===== src/core/cmp_pkg.sv =====
package cmp_pkg;
  localparam int ADDR_W = 12;
  // Register byte addresses: register index times four
  localparam logic [11:0] CTRL_FIRST_IDX = 12'hfd1;
  localparam logic [11:0] CTRL_SECOND_IDX = 12'hfd2;
  localparam logic [13:0] CTRL_FIRST_ADDR = {CTRL_FIRST_IDX, 2'b00};
  localparam logic [13:0] CTRL_SECOND_ADDR = {CTRL_SECOND_IDX, 2'b00};
  localparam logic [13:0] IRQ_STATUS_ADDR = 14'h0000;
  localparam logic [13:0] IRQ_MASK_ADDR = 14'h0004;
  localparam logic [13:0] STATE_ADDR = 14'h0008;
  // Field positions of a control register
  localparam int ON_BIT = 7;
  localparam int PIN_OE_BIT = 6;
  localparam int INVERT_BIT = 5;
  localparam int EDGE_HI = 4;
  localparam int EDGE_LO = 3;
  localparam int REF_BIT = 2;
  localparam int CH_HI = 1;
  localparam int CH_LO = 0;
  localparam logic [7:0] CTRL_RESET = 8'h1f;
  localparam logic [1:0] MASK_RESET = 2'h0;
  typedef enum logic [1:0] {
    EDGE_NONE = 2'b00,
    EDGE_RISE = 2'b01,
    EDGE_FALL = 2'b10,
    EDGE_ANY  = 2'b11
  } edge_sel_t;
  localparam logic [1:0] RESP_OKAY = 2'b00;
  localparam logic [1:0] RESP_SLVERR = 2'b10;
endpackage


===== src/core/cmp_chan_if.sv =====
`timescale 1ns/1ps
interface cmp_chan_if;
  logic [7:0] ctrl;
  logic raw_result;
  logic result;
  logic event_pulse;
  logic edge_set;
  modport owner (output ctrl, output raw_result, input result, input event_pulse, input edge_set);
  modport chan (input ctrl, input raw_result, output result, output event_pulse, output edge_set);
endinterface


===== src/core/cmp_ctrl.sv =====
`timescale 1ns/1ps
module cmp_ctrl #(
  parameter int NCMP = 2
) (
  // Clock and reset
  input wire logic CLK_SYS,
  input wire logic NRST,
  // AXI4-Lite write address
  input wire logic [13:0] S_AXI_AWADDR,
  input wire logic S_AXI_AWVALID,
  output logic S_AXI_AWREADY,
  // AXI4-Lite write data
  input wire logic [31:0] S_AXI_WDATA,
  input wire logic [3:0] S_AXI_WSTRB,
  input wire logic S_AXI_WVALID,
  output logic S_AXI_WREADY,
  // AXI4-Lite write response
  output logic [1:0] S_AXI_BRESP,
  output logic S_AXI_BVALID,
  input wire logic S_AXI_BREADY,
  // AXI4-Lite read
  input wire logic [13:0] S_AXI_ARADDR,
  input wire logic S_AXI_ARVALID,
  output logic S_AXI_ARREADY,
  output logic [31:0] S_AXI_RDATA,
  output logic [1:0] S_AXI_RRESP,
  output logic S_AXI_RVALID,
  input wire logic S_AXI_RREADY,
  // Analog front end
  input wire logic [NCMP-1:0] COMPARATOR_RAW,
  output logic [NCMP-1:0] COMPARATOR_ON,
  output logic [NCMP-1:0] REFERENCE_SOURCE_SELECT,
  output logic [2*NCMP-1:0] INVERTING_CHANNEL_SELECT,
  // Pins and interrupt
  output logic [NCMP-1:0] COMPARATOR_RESULT_PIN,
  output logic [NCMP-1:0] COMPARATOR_RESULT_PIN_OE,
  output logic IRQ
);
  import cmp_pkg::*;

  logic [7:0] ctrl_q [NCMP], ctrl_d [NCMP];
  logic [NCMP-1:0] flag_q, flag_d;
  logic [NCMP-1:0] mask_q, mask_d;
  logic [NCMP-1:0] result;
  logic [NCMP-1:0] ev;
  logic [NCMP-1:0] eset;

  // Write channel state
  logic aw_held_q, aw_held_d;
  logic w_held_q, w_held_d;
  logic [13:0] awaddr_q, awaddr_d;
  logic [31:0] wdata_q, wdata_d;
  logic [3:0] wstrb_q, wstrb_d;
  logic bvalid_q, bvalid_d;
  logic [1:0] bresp_q, bresp_d;
  logic awready_q, awready_d;
  logic wready_q, wready_d;
  // Read channel state
  logic rvalid_q, rvalid_d;
  logic [31:0] rdata_q, rdata_d;
  logic [1:0] rresp_q, rresp_d;
  logic arready_q, arready_d;
  // Output registers
  logic [NCMP-1:0] on_q, on_d;
  logic [NCMP-1:0] ref_q, ref_d;
  logic [2*NCMP-1:0] ch_q, ch_d;
  logic [NCMP-1:0] pin_q, pin_d;
  logic [NCMP-1:0] pin_oe_q, pin_oe_d;
  logic irq_q, irq_d;

  logic do_write;
  logic [13:0] wa;
  logic [31:0] wd;
  logic [3:0] ws;
  logic wr_ok;
  logic [NCMP-1:0] clr;

  genvar g;
  generate
    for (g = 0; g < NCMP; g++) begin : gen_cmp
      cmp_chan_if cif ();
      assign cif.ctrl = ctrl_q[g];
      assign cif.raw_result = COMPARATOR_RAW[g];
      cmp_channel u_chan (
        .clk(CLK_SYS),
        .nrst(NRST),
        .ch(cif)
      );
      assign result[g] = cif.result;
      assign ev[g] = cif.event_pulse;
      assign eset[g] = cif.edge_set;
    end
  endgenerate

  // Address and data may arrive in either order; both are held until used
  always_comb begin
    aw_held_d = aw_held_q;
    w_held_d = w_held_q;
    awaddr_d = awaddr_q;
    wdata_d = wdata_q;
    wstrb_d = wstrb_q;
    if (S_AXI_AWVALID && !aw_held_q) begin
      aw_held_d = 1'b1;
      awaddr_d = S_AXI_AWADDR;
    end
    if (S_AXI_WVALID && !w_held_q) begin
      w_held_d = 1'b1;
      wdata_d = S_AXI_WDATA;
      wstrb_d = S_AXI_WSTRB;
    end
    do_write = aw_held_q && w_held_q && !bvalid_q;
    wa = awaddr_q;
    wd = wdata_q;
    ws = wstrb_q;
    if (do_write) begin
      aw_held_d = 1'b0;
      w_held_d = 1'b0;
    end
    bvalid_d = bvalid_q;
    bresp_d = bresp_q;
    if (bvalid_q && S_AXI_BREADY) begin
      bvalid_d = 1'b0;
    end
    wr_ok = (wa == CTRL_FIRST_ADDR) || (wa == CTRL_SECOND_ADDR) ||
            (wa == IRQ_STATUS_ADDR) || (wa == IRQ_MASK_ADDR) || (wa == STATE_ADDR);
    if (do_write) begin
      bvalid_d = 1'b1;
      bresp_d = wr_ok ? RESP_OKAY : RESP_SLVERR;
    end
    // Readies come from flops that track the next hold state
    awready_d = !aw_held_d;
    wready_d = !w_held_d;
  end

  // Control, mask and sticky flag registers
  always_comb begin
    clr = '0;
    mask_d = mask_q;
    for (int i = 0; i < NCMP; i++) begin
      ctrl_d[i] = ctrl_q[i];
    end
    // Byte lane zero carries every register
    if (do_write && ws[0]) begin
      if (wa == CTRL_FIRST_ADDR) begin
        ctrl_d[0] = wd[7:0];
      end else if (wa == CTRL_SECOND_ADDR && NCMP > 1) begin
        ctrl_d[NCMP-1] = wd[7:0];
      end else if (wa == IRQ_STATUS_ADDR) begin
        clr = wd[NCMP-1:0];
      end else if (wa == IRQ_MASK_ADDR) begin
        mask_d = wd[NCMP-1:0];
      end
    end
    // A new event beats a clear in the same cycle
    flag_d = (flag_q & ~clr) | ev | eset;
  end

  // Read channel, one access at a time
  always_comb begin
    rvalid_d = rvalid_q;
    rdata_d = rdata_q;
    rresp_d = rresp_q;
    if (rvalid_q && S_AXI_RREADY) begin
      rvalid_d = 1'b0;
    end
    if (S_AXI_ARVALID && !rvalid_q) begin
      rvalid_d = 1'b1;
      rresp_d = RESP_OKAY;
      rdata_d = 32'h0000_0000;
      if (S_AXI_ARADDR == CTRL_FIRST_ADDR) begin
        rdata_d[7:0] = ctrl_q[0];
      end else if (S_AXI_ARADDR == CTRL_SECOND_ADDR) begin
        rdata_d[7:0] = ctrl_q[NCMP-1];
      end else if (S_AXI_ARADDR == IRQ_STATUS_ADDR) begin
        rdata_d[NCMP-1:0] = flag_q;
      end else if (S_AXI_ARADDR == IRQ_MASK_ADDR) begin
        rdata_d[NCMP-1:0] = mask_q;
      end else if (S_AXI_ARADDR == STATE_ADDR) begin
        rdata_d[NCMP-1:0] = result;
      end else begin
        rresp_d = RESP_SLVERR;
      end
    end
    arready_d = !rvalid_d;
  end

  // Pin and analog control outputs
  always_comb begin
    for (int i = 0; i < NCMP; i++) begin
      on_d[i] = ctrl_q[i][ON_BIT];
      ref_d[i] = ctrl_q[i][REF_BIT];
      ch_d[2*i+1] = ctrl_q[i][CH_HI];
      ch_d[2*i] = ctrl_q[i][CH_LO];
      // Pin copy and its enable move in the same cycle
      pin_oe_d[i] = ctrl_q[i][PIN_OE_BIT];
      pin_d[i] = ctrl_q[i][PIN_OE_BIT] & result[i];
    end
    // Level interrupt, one cycle behind the flags
    irq_d = |(flag_q & mask_q);
  end

  // Control, mask and flag state
  always_ff @(posedge CLK_SYS or negedge NRST) begin
    if (!NRST) begin
      for (int i = 0; i < NCMP; i++) begin
        ctrl_q[i] <= CTRL_RESET;
      end
      flag_q <= '0;
      mask_q <= MASK_RESET;
    end else begin
      for (int i = 0; i < NCMP; i++) begin
        ctrl_q[i] <= ctrl_d[i];
      end
      flag_q <= flag_d;
      mask_q <= mask_d;
    end
  end

  // Write channel state
  always_ff @(posedge CLK_SYS or negedge NRST) begin
    if (!NRST) begin
      aw_held_q <= 1'b0;
      w_held_q <= 1'b0;
      awaddr_q <= 14'h0000;
      wdata_q <= 32'h0000_0000;
      wstrb_q <= 4'h0;
      bvalid_q <= 1'b0;
      bresp_q <= RESP_OKAY;
      awready_q <= 1'b1;
      wready_q <= 1'b1;
    end else begin
      aw_held_q <= aw_held_d;
      w_held_q <= w_held_d;
      awaddr_q <= awaddr_d;
      wdata_q <= wdata_d;
      wstrb_q <= wstrb_d;
      bvalid_q <= bvalid_d;
      bresp_q <= bresp_d;
      awready_q <= awready_d;
      wready_q <= wready_d;
    end
  end

  // Read channel state
  always_ff @(posedge CLK_SYS or negedge NRST) begin
    if (!NRST) begin
      rvalid_q <= 1'b0;
      rdata_q <= 32'h0000_0000;
      rresp_q <= RESP_OKAY;
      arready_q <= 1'b1;
    end else begin
      rvalid_q <= rvalid_d;
      rdata_q <= rdata_d;
      rresp_q <= rresp_d;
      arready_q <= arready_d;
    end
  end

  // Output registers
  always_ff @(posedge CLK_SYS or negedge NRST) begin
    if (!NRST) begin
      on_q <= '0;
      ref_q <= '0;
      ch_q <= '0;
      pin_q <= '0;
      pin_oe_q <= '0;
      irq_q <= 1'b0;
    end else begin
      on_q <= on_d;
      ref_q <= ref_d;
      ch_q <= ch_d;
      pin_q <= pin_d;
      pin_oe_q <= pin_oe_d;
      irq_q <= irq_d;
    end
  end

  // Every port comes straight from a flop, so no logic glitch reaches the bus
  assign S_AXI_AWREADY = awready_q;
  assign S_AXI_WREADY = wready_q;
  assign S_AXI_BVALID = bvalid_q;
  assign S_AXI_BRESP = bresp_q;
  assign S_AXI_ARREADY = arready_q;
  assign S_AXI_RVALID = rvalid_q;
  assign S_AXI_RDATA = rdata_q;
  assign S_AXI_RRESP = rresp_q;
  assign COMPARATOR_ON = on_q;
  assign REFERENCE_SOURCE_SELECT = ref_q;
  assign INVERTING_CHANNEL_SELECT = ch_q;
  assign COMPARATOR_RESULT_PIN = pin_q;
  assign COMPARATOR_RESULT_PIN_OE = pin_oe_q;
  assign IRQ = irq_q;
endmodule


===== src/core/cmp_channel.sv =====
`timescale 1ns/1ps
module cmp_channel (
  // Clock and reset
  input wire logic clk,
  input wire logic nrst,
  // Control and result
  cmp_chan_if.chan ch
);
  import cmp_pkg::*;
  logic res_q, res_d;
  logic prev_q, prev_d;
  logic [1:0] edge_q, edge_d;
  logic pulse;
  logic rise;
  logic fall;
  edge_sel_t sel;

  always_comb begin
    sel = edge_sel_t'(ch.ctrl[EDGE_HI:EDGE_LO]);
    // Disabled comparator holds a low result
    res_d = ch.ctrl[ON_BIT] & (ch.raw_result ^ ch.ctrl[INVERT_BIT]);
    prev_d = res_q;
    edge_d = ch.ctrl[EDGE_HI:EDGE_LO];
    rise = res_q & ~prev_q;
    fall = ~res_q & prev_q;
    case (sel)
      EDGE_RISE: pulse = rise;
      EDGE_FALL: pulse = fall;
      EDGE_ANY: pulse = rise | fall;
      default: pulse = 1'b0;
    endcase
  end

  always_ff @(posedge clk or negedge nrst) begin
    if (!nrst) begin
      res_q <= 1'b0;
      prev_q <= 1'b0;
      edge_q <= CTRL_RESET[EDGE_HI:EDGE_LO];
    end else begin
      res_q <= res_d;
      prev_q <= prev_d;
      edge_q <= edge_d;
    end
  end

  assign ch.result = res_q;
  assign ch.event_pulse = pulse;
  // Entering any-change mode sets the flag once
  assign ch.edge_set = (sel == EDGE_ANY) && (edge_q != EDGE_ANY);
endmodule


===== config.mk =====
export PLATFORM = sky130hd
export DESIGN_NAME = cmp_ctrl
export DESIGN_NICKNAME = d
export VERILOG_FILES = /design/src/core/cmp_pkg.sv /design/src/core/cmp_chan_if.sv /design/src/core/cmp_ctrl.sv /design/src/core/cmp_channel.sv
export SDC_FILE = /design/constraint.sdc
export NUM_CORES = 1
export LEC_CHECK = 0
export BUFFER_PORTS_ARGS = -buffer_cell sky130_fd_sc_hd__buf_2
export CAP_MARGIN = 0
export CORE_MARGIN = 3
export CORE_UTILIZATION = 49
export CTS_BUF_LIST = sky130_fd_sc_hd__clkbuf_16
export CTS_CLUSTER_DIAMETER = 200
export CTS_CLUSTER_SIZE = 16
export DETAILED_ROUTE_END_ITERATION = 8
export PLACE_DENSITY = 0.83
export SLEW_MARGIN = 10
export SYNTH_ARGS = -nofsm -noshare
export SYNTH_HDL_FRONTEND = slang
export SYNTH_SLANG_ARGS = --single-unit

===== constraint.sdc =====
create_clock -name CLK_SYS -period 2.4 [get_ports CLK_SYS]
set_clock_uncertainty 0.1 [all_clocks]
set_input_delay 0.12 -clock CLK_SYS [delete_from_list [all_inputs] [get_ports CLK_SYS]]
set_output_delay 0.12 -clock CLK_SYS [all_outputs]
set_load 0.02 [all_outputs]

# Yosys cells after proc, flatten, opt, wreduce, memory -nomap -nowiden
# Cells that the tools add are included.
# totals
output_inout_bits	54
regBits	83
elab_cells	123
# op_classes
bitwise	24
muxes	26
n_reduce_logical	28
eq_ne	16
# ops
operator	count
14-bit == test, second input constant	4
14-bit by 3-bit == test with 1-bit output, second input constant	2
14-bit by 4-bit == test with 1-bit output, second input constant	2
14-bit zero test	2
2-bit 2-to-1 mux	14
1-bit logical AND	10
1-bit AND	8
2-bit == test, second input constant	4
1-bit 2-to-1 mux	8
8-bit 2-to-1 mux	1
1-bit zero test	7
1-bit inverter	7
6-bit 2-to-1 mux	1
1-bit one-hot mux with 3 select lines	2
5-bit AND reduction	1
2-bit AND	2
2-bit by 1-bit == test with 1-bit output, second input constant	2
1-bit logical OR	4
2-bit != test, second input constant	2
2-bit OR	2
3-bit AND reduction	1
2-bit inverter	1
1-bit OR	2
2-bit AND reduction	1
other kinds (3)	4

# Longest topological paths before layout
# Gate-level depths: netlist of the first run.
# logic_depth
depth_word	9
mapped_depth	6
ltp_nobuf	5

# Modules after synthesis
# From an unflattened synthesis of the first run, not the netlist that was laid out.
# unflattened
hier_cells	264
hier_area_um2	3493.4
# modules_own_cells
module	n_inst	cells_per_inst	area_each_um2
cmp_ctrl	1	230	3123.0
cmp_channel	2	17	185.2

# Worst setup path before layout of the first run
# No wires, ideal clock.
# synth_path
path_type	register to register
startpoint	reg bvalid_q (netlist: S_AXI_BVALID)
endpoint	reg ctrl_q, in the netlist gen_cmp[0].cif.ctrl[5]
t_arrival_ns	1.776
required_ns	2.175
stages_incl_launch_ff	5
path_slack_ns	0.400
path_cell_list	dfrtp_1 > and3b_1 > nand4_1 > nor3_2 > mux2_2
# synth_between
elab_chain_cells	4
# synth_rtl
element	line_no	source
start: declaration	cmp_ctrl.sv:54	logic bvalid_q, bvalid_d;
start signal: assignment	cmp_ctrl.sv:237	bvalid_q <= bvalid_d;
1-bit zero test	cmp_ctrl.sv:111	do_write = aw_held_q && w_held_q && !bvalid_q;
1-bit logical AND	cmp_ctrl.sv:111	
1-bit logical AND	cmp_ctrl.sv:143	if (do_write && ws[0]) begin
2-bit AND reduction (no line)	--	
end signal: indexed assignment	cmp_ctrl.sv:212	ctrl_q[i] <= ctrl_d[i];
end: declaration	cmp_ctrl.sv:41	logic [7:0] ctrl_q [NCMP], ctrl_d [NCMP];
# No other way between the ends.
# A chain may end at the register's enable or synchronous reset.

# Final worst setup path of the first run
# layout_path
startpoint	reg awaddr_q[5]
endpoint	reg ctrl_q, in the netlist gen_cmp[1].cif.ctrl[5]
# layout_between
elab_chain_cells	3
elab_cells_between_ends	4
# layout_rtl
element	line_no	source
start: declaration	cmp_ctrl.sv:51	logic [13:0] awaddr_q, awaddr_d;
start signal: assignment	cmp_ctrl.sv:234	awaddr_q <= awaddr_d;
14-bit == test	cmp_ctrl.sv:144	if (wa == CTRL_FIRST_ADDR) begin
1-bit inverter (no line)	--	
3-bit AND reduction (no line) *	--	
# Every way passes the cells marked *; elsewhere a longest branch is shown, timed or not.

==> results of run 1 <==
-- critical path, cell delays in order, from the launching register on --
cell	delay, ns
dfrtp_1	0.38
nor3_1	0.36
nand4_1	0.29
nor4_4	0.28
buf_4	0.23
mux2_2	0.35
-- kinds of logic after synthesis --
kind of cell | share of synthesized area (%)
AO/OA/AOI/OAI | 7.75
XOR/XNOR | 0.510
adder cells (fa/ha/maj) | 1.46
buffers and inverters | 8.01
flip-flops | 59.6
multiplexers | 12.7
other | 0.109
AND/OR/NAND/NOR | 9.83
-- cell usage in the layout (no fill, tap or decap), drive strengths merged, types with 2 or more instances in the layout --
cell type and instances:
ha 4, o31ai 2, clkbuf 9, o41ai 2
dfstp 17, o211ai 4, nand4 6, dfrtp 64
nor3 6, conb 26, nor4 3, bufinv 2
buf 78, nand2 16, nor2 5, xor2 2
dlygate4sd3 30, or4 4, a21oi 5, o21ai 13
a22oi 6, mux2 38, nand3 2, nand2b 2
clkinv 2, inv 15, and2 4, nor2b 6
a2bb2oi 2
-- worst paths after layout --
path | slack [ns] | cells after the start | to
max in group asynchronous | 1.17 | 2 | S_AXI_RDATA[1]
hold / removal | 0.02 | 4 | S_AXI_ARREADY
hold reg to reg | 0.30 | 0 | gen_cmp[1].u_chan.edge_q[1]
setup reg to reg | 0.30 | 5 | gen_cmp[1].cif.ctrl[5]
min in group asynchronous | 0.39 | 2 | awaddr_q[7]
setup / recovery | 0.30 | 5 | gen_cmp[1].cif.ctrl[5]
-- where the power goes --
group / leakage (nW) / switching, mW / internal, mW
logic: 0.939 / 0.339 / 0.322
clock network: 0.161 / 0.485 / 0.893
registers: 0.999 / 0.196 / 1.63
-- what timing repair did --
item	CTS	global route
resized for setup	0	0
setup buffers	0	0
hold endpoints to repair	95	0
hold buffers	30	0
-- flip-flops by register name, summed over array words and instances (netlist names), 2 cells and up --
signal	count
gen_cmp.u_chan.prev_q	2
awaddr_q	14
flag_q	2
gen_cmp.u_chan.edge_q	4
S_AXI_RDATA	8
mask_q	2
REFERENCE_SOURCE_SELECT	2
COMPARATOR_RESULT_PIN_OE	2
wd	8
gen_cmp.u_chan.ch.result	2
COMPARATOR_RESULT_PIN	2
COMPARATOR_ON	2
gen_cmp.cif.ctrl	16
INVERTING_CHANNEL_SELECT	4
-- layout make-up --
cell class,count,share of cell area (%)
Multi-Input combinational cell,169,27.3
Clock inverter,7,1.81
Inverter,12,1.02
Clock buffer,9,5.09
Tap cell,93,2.63
Sequential cell,81,46.3
Timing Repair Buffer,108,15.9
-- stage by stage --
stage	power, mW	utilization (%)	hold slack, ns	worst slack [ns]	instance area [µm²]
after floorplan	2.27	-	-0.276	0.400	3530
after global routing	4.05	67.4	0.0353	0.178	4430
after detailed placement	2.47	58.2	0.208	0.353	3820
after CTS	3.89	67.4	0.0117	0.345	4430
after global placement	2.42	58.2	0.202	0.371	3820
final	3.87	67.4	0.0228	0.305	4430
-- routing by layer --
layer | routed length [µm] | GRT usage (%)
met1 | 2770 | 21.8
met2 | 3620 | 31.3
met3 | 349 | 3.59
met4 | 173 | 8.81
met5 | 0 | 0
==> qor.yml, run 1 <==
status:
  outcome: "finished clean"
yosys:
  synthTopCellsByArea: "dfrtp_1 (47%), dfstp_2 (13%), mux2_2 (12%)"
  ys_seq_area_share_pct: 59.6
  synth_cells: 272
  synth-async-reset-ratio_pct: 100
  post-synth-top-area-cell: "dfrtp_1"
  synth_area_per_cell_um2: 12.6
  synth-seq-cells: 81
  yosysWarnings: 0
  synth.most_common_cell: "dfrtp_1"
  synth-main-ff-cell: "dfrtp_1"
  synth_top_area_share_pct: 46.6
  synth.distinct_cells: 44
  synth_edf_count: 0
  ys_top_cells_by_count: "dfrtp_1 (64), mux2_2 (38), buf_4 (26)"
  netlist_area_mm2: 0.00344
critical_path:
  cp-end-kind: "flop"
  cp_max_fo: 8
  crit_type: "reg2reg"
  worstPathRequired_ns: 2.51
  r2r-start: "awaddr_q[5]"
  crit_start: "awaddr_q[5]"
  worst_setup_path_start_kind: "flop"
  crit_arrival_ns: 2.21
cells_and_area:
  stdcell_count: 479
  fillers: 474
  diodes: 0
  nNetsFinal: 458
  syn_to_final_growth_pct: 28.8
  regArea_mm2: 0.00205
  multi_input_area_mm2: 0.00121
  drive_gt1_share_pct: 38.9
flow_run:
  cap_violations: 0
cts:
  cts_tree: "done"
  cts_num_sinks: 81
  root_buffer: "clkbuf_16"
  clock_latency_ns: 0.33
  cts_buffer_depth: 2
  htreeDepth: 3
  cts.reportedPaths.clkPinSlew_ns: 0.06
  cts_made_buffers: 9
die:
  die_w_um: 89.8
  ios: 127
  die_h_um: 89.8
  num_rows: 29
  start_util_pct: 52.3
  core_mm2: 0.00657
  dieArea_mm2: 0.00806
detailed_routing:
  vias: 2352
  drt-pass1-iter-count: 4
  via_per_inst: 4.91
  drcViolationCount: 0
  detail-route-antenna-nets: 0
  wl_mm: 6.92
  drt_iter0_drc: 156
  wire_per_inst_um: 14.4
sta:
  rsz0062_at_grt: "false"
  final_hold_viol_count: 0
  worstMarginPinSlew_ns: 0.971
  period_share_pct: 87.3
  slew_violations: 0
  tns_ns: 0
  slew_headroom_pct: 35.3
  max_freq_mhz: 477
  fin_crit_ns: 2.10
  setup_viol: 0
placed_design:
  hpwlAfterDp_mm: 4.73
  port-buffer-count: 73
  gp_congestion: 0.765
  post-place-cells: 433
global_route:
  grt_pass1_vias: 2432
  grt_overflow_total: 0
  track_usage_pct: 18.1
  grt_max_degree: 82
  antenna_found_initial: 0
  grt_first_pass_wirelength_mm: 11.8
pwr:
  peakVddDrop_mv: 0.526
  leakagePower_nw: 2.10
  power_density_mw_per_mm2: 873
min_path:
  hold_path.class: "in2reg"
  min_from: "S_AXI_ARVALID"
No activity file was read; power rests on OpenSTA's default activity.
==> run 2: changes to the inputs <==
Settings changed: CORE_UTILIZATION 49 to 30, PLACE_DENSITY 0.83 to 0.57.
==> qor.yml, run 2 (synthesis results as in run 1) <==
critical_path:
  worst_setup_path_start_kind: "flop"
  cp_max_fo: 8
  crit_arrival_ns: 2.14
  r2r-start: "awaddr_q[5]"
  worstPathRequired_ns: 2.51
  cp-end-kind: "flop"
  reg2reg_depth: 5
  crit_type: "reg2reg"
  reg2reg_slack_ns: 0.38
  rr_endpoint: "gen_cmp[1].cif.ctrl[7]"
global_route:
  grt_first_pass_wirelength_mm: 12.2
  track_usage_pct: 12.2
  grt_max_degree: 77
  antenna_found_initial: 0
  grt_overflow_total: 0
  grt_pass1_vias: 2428
pwr:
  leakagePower_nw: 2.11
  power_frac_comb_pct: 17.0
  power_frac_seq_pct: 47.0
  p_sw_share_pct: 26.6
  clkPwrFrac_pct: 36.0
  power_density_mw_per_mm2: 861
  intPower_mw: 2.85
  power_mw: 3.88
  peakVddDrop_mv: 0.340
  p_sw_mw: 1.03
die:
  die_w_um: 113
  dieArea_mm2: 0.0128
  core_mm2: 0.0110
  num_rows: 38
  start_util_pct: 31.2
  ios: 127
  die_h_um: 113
cts:
  cts_tree: "done"
  htreeDepth: 3
  cts_buffer_depth: 2
  cts_made_buffers: 9
  clock_latency_ns: 0.33
  cts_setup_buffers: 0
  cts.reportedPaths.clkPinSlew_ns: 0.06
  cts_num_sinks: 81
  root_buffer: "clkbuf_16"
placed_design:
  gp_congestion: 0.776
  port-buffer-count: 73
  hpwlAfterDp_mm: 5.17
  placed_area_mm2: 0.00391
cells_and_area:
  drive_gt1_share_pct: 39.0
  fillers: 1056
  stdcell_area_mm2: 0.00450
  final_cell_mix: "buf_2 (72), dfrtp_1 (64), mux2_2 (38), dlygate4sd3_1 (29), conb_1 (26)"
  final_common_cell: "buf_2"
  syn_to_final_growth_pct: 31.0
  largest_reg_flops: 16
  diodes: 0
  nNetsFinal: 459
  finish.utilization_pct: 40.8
sta:
  rsz0062_at_grt: "false"
  slew_violations: 0
  slew_headroom_pct: 65.5
  setup_viol: 0
  final_hold_viol_count: 0
  worstMarginPinSlew_ns: 0.512
  tns_ns: 0
  max_freq_mhz: 494
  period_share_pct: 84.3
  fin_crit_ns: 2.02
min_path:
  min_from: "S_AXI_ARVALID"
  hold_path.class: "in2reg"
  hold_path_depth: 4
  hold_path_end: "S_AXI_ARREADY"
detailed_routing:
  detail-route-antenna-nets: 0
  via_per_inst: 4.47
  vias: 2358
  drcViolationCount: 0
  drt-pass1-iter-count: 4
  wl_mm: 7.30
  wire_per_inst_um: 13.9
  drt_iter0_drc: 91
flow_run:
  cap_violations: 0
status:
  outcome: "finished clean"
[run 2: critical path, stage by stage (launching register included)]
cell and delay, ns:
dfrtp_1 0.37, nor3_1 0.34, nand4_1 0.27, nor4_4 0.26, buf_4 0.22, mux2_2 0.34
[run 2: area by class of cell]
cell class | count | area [µm²] | share of cell area (%)
flip-flops and latches | 81 | 2050 | 45.5
clock inverters | 7 | 78.8 | 1.75
inverters | 12 | 45.0 | 1.00
well taps | 140 | 175 | 3.89
multi-input cells | 169 | 1210 | 26.8
repair buffers | 109 | 723 | 16.1
clock buffers | 9 | 225 | 5.00
[run 2: power by group through the flow]
stage          clock network, mW  registers, mW  logic [mW]
3_3_place_gp                   0           1.83       0.609
5_1_grt                     1.49           1.87       0.739
2_1_floorplan                  0           1.81       0.464
3_5_place_dp                   0           1.84       0.634
6_report                    1.40           1.82       0.661
4_1_cts                     1.43           1.82       0.674
[run 2: worst max path at each step]
stage | start | end | slack [ns] | cells after the start
6_report | awaddr_q[5] | gen_cmp[1].cif.ctrl[7] | 0.38 | 5
3_5_place_dp | awaddr_q[5] | gen_cmp[1].cif.ctrl[7] | 0.34 | 5
4_1_cts | awaddr_q[5] | gen_cmp[1].cif.ctrl[7] | 0.32 | 5
2_1_floorplan | S_AXI_BVALID | gen_cmp[0].cif.ctrl[5] | 0.40 | 4
3_3_place_gp | awaddr_q[5] | gen_cmp[1].cif.ctrl[7] | 0.35 | 5
5_1_grt | awaddr_q[5] | gen_cmp[1].cif.ctrl[7] | 0.22 | 5
[run 2: timing repair]
action / in CTS / in global routing
hold buffers: 29 / 0
gates resized for setup: 0 / 0
hold endpoints to repair: 96 / 0
[run 2: routing by layer]
layer | routed length (µm) | share of wire, % | track usage [%]
met1 | 3140 | 43 | 14.9
met2 | 3610 | 49 | 20.4
met3 | 398 | 5.5 | 2.89
met4 | 154 | 2.1 | 5.85
met5 | 0 | 0 | 0
[run 2: per-stage QoR]
stage                     hold WS, ns  cells  worst slack [ns]
final                         0.00407    527             0.376
after global routing           0.0191    527             0.219
after CTS                     0.00102    527             0.323
after detailed placement       -0.163    482             0.337
after global placement         -0.166    482             0.353
after floorplan                -0.276    297             0.400
